**src/liu_ctrl_pkg.sv**
```systemverilog
`default_nettype none
package liu_ctrl_pkg;
    // register map, byte addresses on the parallel port
    localparam logic [7:0] ADDR_IRQ_MASTER = 8'h60;
    localparam logic [7:0] ADDR_TX_ON      = 8'h80;
    localparam logic [7:0] ADDR_RX_ON      = 8'h88;
    // six live bits per register, bits 7:6 reserved
    localparam int         NUM_CH          = 6;
    localparam logic [5:0] FIELD_MASK      = 6'h3f;
    localparam logic [5:0] RST_TX_ON       = 6'h00;
    localparam logic [5:0] RST_RX_ON       = 6'h00;
    localparam logic [5:0] RST_IRQ_MASTER  = 6'h00;
    localparam logic [7:0] READ_UNMAPPED   = 8'h00;

    typedef struct packed {
        logic       wr;
        logic       rd;
        logic [7:0] addr;
        logic [7:0] wdata;
    } host_req_s;

    typedef struct packed {
        logic [5:0] tx_on;
        logic [5:0] rx_on;
        logic [5:0] irq_master;
    } ctrl_regs_s;
endpackage : liu_ctrl_pkg
`default_nettype wire
```
**src/channel_enable_irq_gate_regs.sv**
```systemverilog
`default_nettype none
module channel_enable_irq_gate_regs
    import liu_ctrl_pkg::*;
(
    // clock and reset
    input  wire logic       i_clk,
    input  wire logic       i_rst_n,
    // parallel register port
    input  wire logic       i_wr,
    input  wire logic       i_rd,
    input  wire logic [7:0] i_addr,
    input  wire logic [7:0] i_wdata,
    output logic      [7:0] o_rdata,
    // line controls, channels 0..5 in bits 0..5
    input  wire logic       i_tx_line_on_master,
    output logic      [5:0] o_tx_line_pos_out_oe_n,
    output logic      [5:0] o_tx_line_neg_out_oe_n,
    output logic      [5:0] o_rx_line_pos_in_oe_n,
    output logic      [5:0] o_rx_line_neg_in_oe_n,
    output logic      [5:0] o_tx_line_on,
    output logic      [5:0] o_rx_line_on,
    // interrupt gating, channels 0..5 already qualified by source_irq_enable
    input  wire logic [5:0] i_chan_irq,
    output logic            o_irq_n
);
    ////////////////////////////////////////////////////////////////////////
    // which register a request points at
    typedef enum logic [1:0] {
        SEL_NONE = 2'b00,
        SEL_IRQ  = 2'b01,
        SEL_TX   = 2'b10,
        SEL_RX   = 2'b11
    } reg_sel_e;

    host_req_s  req;
    reg_sel_e   req_sel;
    ctrl_regs_s regs;
    ctrl_regs_s next_regs;
    logic       wr_irq;
    logic       wr_tx;
    logic       wr_rx;
    logic [7:0] next_rdata;
    logic [5:0] tx_drive;
    logic [5:0] tx_oe_n;
    logic [5:0] rx_oe_n;
    logic [5:0] next_tx_pos_oe_n;
    logic [5:0] next_tx_neg_oe_n;
    logic [5:0] next_rx_pos_oe_n;
    logic [5:0] next_rx_neg_oe_n;
    logic [5:0] next_tx_line_on;
    logic [5:0] next_rx_line_on;
    logic [5:0] irq_gated;
    logic       next_irq_n;

    ////////////////////////////////////////////////////////////////////////
    // decode helpers

    // only the six live bits ever reach a register
    function automatic logic [5:0] pick(input logic [7:0] d);
        pick = d[5:0] & FIELD_MASK;
    endfunction : pick

    // full byte compare, so aliases of a mapped address stay unmapped
    function automatic reg_sel_e decode(input logic [7:0] a);
        unique case (a)
            ADDR_IRQ_MASTER: decode = SEL_IRQ;
            ADDR_TX_ON:      decode = SEL_TX;
            ADDR_RX_ON:      decode = SEL_RX;
            default:         decode = SEL_NONE;
        endcase
    endfunction : decode

    // reserved bits are not stored, so reads cannot echo them
    function automatic logic [5:0] field_of(input reg_sel_e s, input ctrl_regs_s r);
        unique case (s)
            SEL_IRQ:  field_of = r.irq_master;
            SEL_TX:   field_of = r.tx_on;
            SEL_RX:   field_of = r.rx_on;
            SEL_NONE: field_of = 6'h00;
        endcase
    endfunction : field_of

    always_comb begin
        req     = '{wr: i_wr, rd: i_rd, addr: i_addr, wdata: i_wdata};
        req_sel = decode(req.addr);
    end

    ////////////////////////////////////////////////////////////////////////
    // control registers
    // one write strobe per register, at most one of them high
    always_comb begin
        wr_irq = req.wr && (req_sel == SEL_IRQ);
        wr_tx  = req.wr && (req_sel == SEL_TX);
        wr_rx  = req.wr && (req_sel == SEL_RX);
    end

    always_comb begin
        next_regs = regs;
        // unmapped writes touch nothing
        if (wr_irq) begin
            next_regs.irq_master = pick(req.wdata);
        end
        if (wr_tx) begin
            next_regs.tx_on = pick(req.wdata);
        end
        if (wr_rx) begin
            next_regs.rx_on = pick(req.wdata);
        end
    end

    always_ff @(posedge i_clk or negedge i_rst_n) begin
        if (!i_rst_n) begin
            regs <= '{tx_on: RST_TX_ON, rx_on: RST_RX_ON, irq_master: RST_IRQ_MASTER};
        end else begin
            regs <= next_regs;
        end
    end

    ////////////////////////////////////////////////////////////////////////
    // read data; a read in the cycle of a write still sees the old value
    // unmapped addresses and idle cycles read zero
    always_comb begin
        next_rdata = READ_UNMAPPED;
        if (req.rd) begin
            next_rdata = {2'b00, field_of(req_sel, regs)};
        end
    end

    always_ff @(posedge i_clk or negedge i_rst_n) begin
        if (!i_rst_n) begin
            o_rdata <= READ_UNMAPPED;
        end else begin
            o_rdata <= next_rdata;
        end
    end

    ////////////////////////////////////////////////////////////////////////
    // per-channel enables; the master pin gate sits in front of the flops
    line_gate u_line_gate (
        .i_tx_on     (regs.tx_on),
        .i_rx_on     (regs.rx_on),
        .i_tx_master (i_tx_line_on_master),
        .o_tx_drive  (tx_drive),
        .o_tx_oe_n   (tx_oe_n),
        .o_rx_oe_n   (rx_oe_n)
    );

    ////////////////////////////////////////////////////////////////////////
    // transmit pins
    // both legs share one enable, so a pair never drives half a pulse
    for (genvar ch = 0; ch < NUM_CH; ch++) begin : g_tx_pin
        assign next_tx_pos_oe_n[ch] = tx_oe_n[ch];
        assign next_tx_neg_oe_n[ch] = tx_oe_n[ch];
        assign next_tx_line_on[ch]  = tx_drive[ch];
    end

    always_ff @(posedge i_clk or negedge i_rst_n) begin
        if (!i_rst_n) begin
            o_tx_line_pos_out_oe_n <= ~RST_TX_ON;
            o_tx_line_neg_out_oe_n <= ~RST_TX_ON;
            o_tx_line_on           <= RST_TX_ON;
        end else begin
            o_tx_line_pos_out_oe_n <= next_tx_pos_oe_n;
            o_tx_line_neg_out_oe_n <= next_tx_neg_oe_n;
            o_tx_line_on           <= next_tx_line_on;
        end
    end

    ////////////////////////////////////////////////////////////////////////
    // receive pins
    // a switched-off receiver floats both legs of its pair
    for (genvar ch = 0; ch < NUM_CH; ch++) begin : g_rx_pin
        assign next_rx_pos_oe_n[ch] = rx_oe_n[ch];
        assign next_rx_neg_oe_n[ch] = rx_oe_n[ch];
        assign next_rx_line_on[ch]  = regs.rx_on[ch];
    end

    always_ff @(posedge i_clk or negedge i_rst_n) begin
        if (!i_rst_n) begin
            o_rx_line_pos_in_oe_n <= ~RST_RX_ON;
            o_rx_line_neg_in_oe_n <= ~RST_RX_ON;
            o_rx_line_on          <= RST_RX_ON;
        end else begin
            o_rx_line_pos_in_oe_n <= next_rx_pos_oe_n;
            o_rx_line_neg_in_oe_n <= next_rx_neg_oe_n;
            o_rx_line_on          <= next_rx_line_on;
        end
    end

    ////////////////////////////////////////////////////////////////////////
    // host interrupt; source enables are applied upstream
    for (genvar ch = 0; ch < NUM_CH; ch++) begin : g_irq
        assign irq_gated[ch] = i_chan_irq[ch] & regs.irq_master[ch];
    end

    always_comb begin
        next_irq_n = ~|irq_gated;
    end

    // registered so a change of enable cannot glitch the host pin
    always_ff @(posedge i_clk or negedge i_rst_n) begin
        if (!i_rst_n) begin
            o_irq_n <= 1'b1;
        end else begin
            o_irq_n <= next_irq_n;
        end
    end
endmodule : channel_enable_irq_gate_regs
`default_nettype wire

```
**src/line_gate.sv**
```systemverilog
`default_nettype none
// per-channel driver and receiver enables, tri-state controls are active low
module line_gate
    import liu_ctrl_pkg::*;
(
    input  wire logic [5:0] i_tx_on,
    input  wire logic [5:0] i_rx_on,
    input  wire logic       i_tx_master,
    output logic      [5:0] o_tx_drive,
    output logic      [5:0] o_tx_oe_n,
    output logic      [5:0] o_rx_oe_n
);
    always_comb begin
        o_tx_drive = i_tx_on & {NUM_CH{i_tx_master}};
        o_tx_oe_n  = ~o_tx_drive;
        o_rx_oe_n  = ~i_rx_on;
    end
endmodule : line_gate
`default_nettype wire

```
**config.mk**
```make
export PLATFORM = sky130hd
export DESIGN_NAME = channel_enable_irq_gate_regs
export DESIGN_NICKNAME = d
export VERILOG_FILES = /design/src/liu_ctrl_pkg.sv /design/src/channel_enable_irq_gate_regs.sv /design/src/line_gate.sv
export SDC_FILE = /design/constraint.sdc
export NUM_CORES = 1
export LEC_CHECK = 0
export BUFFER_PORTS_ARGS = -buffer_cell sky130_fd_sc_hd__buf_2
export CORE_MARGIN = 2
export CORE_UTILIZATION = 52
export CTS_CLUSTER_SIZE = 28
export DETAILED_ROUTE_END_ITERATION = 7
export GPL_TIMING_DRIVEN = 0
export PLACE_DENSITY_LB_ADDON = 0.05
export SYNTH_ARGS = -nofsm -noshare
export SYNTH_HDL_FRONTEND = slang
export SYNTH_SLANG_ARGS = --single-unit
```
**constraint.sdc**
```tcl
create_clock -name i_clk -period 2.45 [get_ports i_clk]
set_clock_uncertainty 0.15 [all_clocks]
set_input_delay 0.1225 -clock i_clk [delete_from_list [all_inputs] [get_ports i_clk]]
set_output_delay 0.1225 -clock i_clk [all_outputs]
set_load 0.05 [all_outputs]
```
==> summary.md <==
| Metric | Value |
|---|---|
| GRT Util Overall | 16.8% |
| Clock Latency Late Sink | 0.35 ns |
| Total core area | 0.00342 mm² |
| WL/cell | 12.3 µm |
| Max-Cap Viols | 0 |
| Initial antenna violation count | 0 |
| Max incr delay on CP | 0.59 ns |
| Synth top area cells | dfrtp_1 (47%), dfstp_2 (18%), mux2_2 (14%), buf_4 (5.5%), a32oi_1 (2.8%) |
| Async set-reset flop share out of synthesis | 100% |
| Num CTS Buffers | 5 |
| Placed cells | 245 |
| Flop pwr share | 52.6% |
| Setup CP Type | register to register |
| Port Buf Inserts | 66 |
| Crit-path cells | a22oi_1, nand2_1, a221oi_1, dlygate4sd3_1 |
| Outcome | complete, no violations |
| Register clock-pin slew on the reported worst setup and hold paths | 0.13 ns |
| Crit path launch type | register |
| Net Sw Frac | 24.5% |
| Syn avg cell area | 14.4 µm² |
| Initial Utilization | 55.7% |
| Combinational family with the most area after synthesis | multiplexers |
| Leakage power | 1.31 nW |
| Wirelength, routed | 3250 µm |
| Layout cell share with drive strength beyond 1 | 59.6% |
| Commonest non-fill, non-tap cell in the layout | buf_2 |
| Post-CTS setup buffer count | 0 |
| Final core occ | 73.4% |
| Area Overhead vs Synth | 31.8% |
| Die Footprint | 0.00416 mm² |
| Root buf cell | clkbuf_4 |
| Die W | 64.5 µm |
| Crit end category | register |
| TritonCTS clock tree | yes |
| Met3 Usage GRT | 5.03% |
| Worst path required time | 2.60 ns |
| DIE HEIGHT | 64.5 µm |
| Vias in the first global route | 1180 |
| Met2 Usage GRT | 29.3% |
| Vias | 1255 |
| Max-slew violations | 0 |
| Global Route met1 Usage | 19.8% |
| Top-area cell type share of the netlist area | 47.3% |
| PD cells | 655 mW/mm² |
| Final setup fails | 0 |
| Min Clock Period, post-route | 1.69 ns |
| RSZ-0062 raised after global routing | false |
| Overall Power | 1.64 mW |
| Max_slew headroom | 33.9% |
| Drc violations | 0 |
| First-pass detailed-route iteration total | 4 |
| Ant. Diodes | 0 |
| XOR/XNOR Fraction of Synth Area | 0% |
| Filler Cells Inserted | 271 |
| Netlist cell types | 18 |
| Synth Area in Compound Gates | 4.01% |
| Fin Hold WS | 0.0245 ns |
| Arr. time, crit path | 1.84 ns |
| Simple-gate area share of the yosys netlist | 7.96% |
| #FFs+latches synth | 49 |
| CP max FO | 3 |
| DR iter-0 viols | 44 |
| GRT overflow | 0 |
| Adder-cell share of the synthesized area | 0% |
| I/O Pins | 72 |
| Setup TNS | 0 ns |
| First-pass GRT wire length | 5200 µm |
| Seq/Total Area, Yosys | 65.3% |
| Sink Count | 49 |
| Syn Inst Count | 132 |
| Comb power frac | 13.9% |
| Cell taking the most area after synthesis | dfrtp_1 |
| Peak VDD IR | 0.000475 V |
| Hold/Removal Path Class | primary input to register |
| HPWL after DPL | 2350 µm |
| CP max stage cell | dlygate4sd3_1 |
| Crit share post-route | 68.8% |
| Non-filler cells, final | 264 |
| Final hold violations | 0 |
| Main synth FF type | dfrtp_1 |
| Global placer's final weighted congestion | 0.912 |
| Synth Cell Area | 0.00190 mm² |
| Fin nets | 244 |
| Fmax | 593 MHz |
| Clock Path Buffers | 2 |
| Yosys warnings | 0 |
| Worst-Margin Slew | 0.991 ns |
| Vias per cell | 4.75 |
| Post-synth EDFFs | 0 |
| Mux contribution to synthesized area | 14.2% |
| Final ANT Viol Nets | 0 |
| Commonest non-fill, non-tap cells in the layout | buf_2 (67), dfrtp_1 (36), mux2_2 (24) |
| Power share of the clock group | 33.5% |
| Gr busiest metal | met2 |
| H-Tree Depth | 2 |
| P_sw | 0.402 mW |
| Num rows | 21 |
| Largest net degree at the start of global routing | 50 |
| Pint | 1.24 mW |
==> power by group through the flow <==
stage          Clock [mW]  Sequential [mW]  Combinational [mW]
2_1_floorplan           0            0.938              0.0835
3_3_place_gp            0            0.876               0.211
3_5_place_dp            0            0.878               0.214
4_1_cts             0.565            0.863               0.230
5_1_grt             0.596            0.868               0.241
6_report            0.550            0.863               0.228
==> cell type report <==
| class | count | area (µm²) | area share (%) |
|---|---|---|---|
| sequential | 49 | 1240 | 49.6 |
| clock inverter | 3 | 65.1 | 2.59 |
| tap | 46 | 57.6 | 2.30 |
| clock buffer | 5 | 37.5 | 1.50 |
| timing repair buffer | 77 | 440 | 17.6 |
| buffer | 15 | 110 | 4.39 |
| multi-input combinational | 56 | 505 | 20.2 |
| inverter | 13 | 48.8 | 1.95 |
==> per-layer routing <==
layer  wire length (µm)  up-vias  share of wire [%]
met4                 46        0                1.4
met1               1360      584                 42
met2               1590       63                 49
met5                  0        -                  0
li1                   -      603                  -
met3                253        5                7.8
==> sequential cells by signal, indices dropped and copies added (netlist names) <==
register                cells
o_irq_n                     1
regs                       12
o_rdata                     6
o_tx_line_on                6
next_rx_line_on             6
o_rx_line_on                6
o_rx_line_neg_in_oe_n       6
o_tx_line_neg_out_oe_n      6
==> what timing repair did <==
item	in CTS	in global routing
hold buffers	11	0
gates resized for setup	0	0
hold endpoints to repair	73	0
==> final timing paths <==
check                                                     from                                 end  slack, ns  cells after the start
worst max register to register             regs[4]$_DFFE_PN0P_                   o_irq_n$_DFF_PN1_       0.76                      4
min in group asynchronous                              i_rst_n           o_tx_line_on[3]$_DFF_PN0_       0.32                      2
worst max-delay path                       regs[4]$_DFFE_PN0P_                   o_irq_n$_DFF_PN1_       0.76                      4
max in group asynchronous                              i_rst_n                 regs[4]$_DFFE_PN0P_       1.22                      2
worst min-delay path                                 i_addr[1]                o_rdata[0]$_DFF_PN0_       0.02                      4
worst min register to register  next_rx_line_on[5]$_DFFE_PN0P_  o_rx_line_neg_in_oe_n[5]$_DFF_PN1_       0.28                      1
==> cell families after synthesis <==
kind of cell,count (synthesis)
compound gates,9
flops,49
buf+inv,28
other cells,1
mux,24
simple gates,21
==> worst max-delay path, delay by kind of cell (launching register included) <==
family | cells | cell delay, ns
and+or+nand+nor | 1 | 0.10
buffers and inverters | 1 | 0.59
AOI/OAI and AO/OA | 2 | 0.39
DFF | 1 | 0.42
==> per-stage QoR <==
step | worst slack [ns] | cell area [µm²]
final | 0.764 | 2510
after global routing | 0.701 | 2510
after CTS | 0.763 | 2510
after detailed placement | 0.531 | 2290
after global placement | 0.571 | 2290
after floorplan | 0.815 | 1910
==> cell usage after synthesis (2+ instances only) <==
cell type  instances
dfstp_2           13
a32oi_1            6
inv_1             13
dfrtp_1           36
buf_4             14
a22oi_1            2
nand2_1            8
nor3b_4            2
nor2_1             6
mux2_2            24
Note: power is estimated with default switching activity, not from simulation.
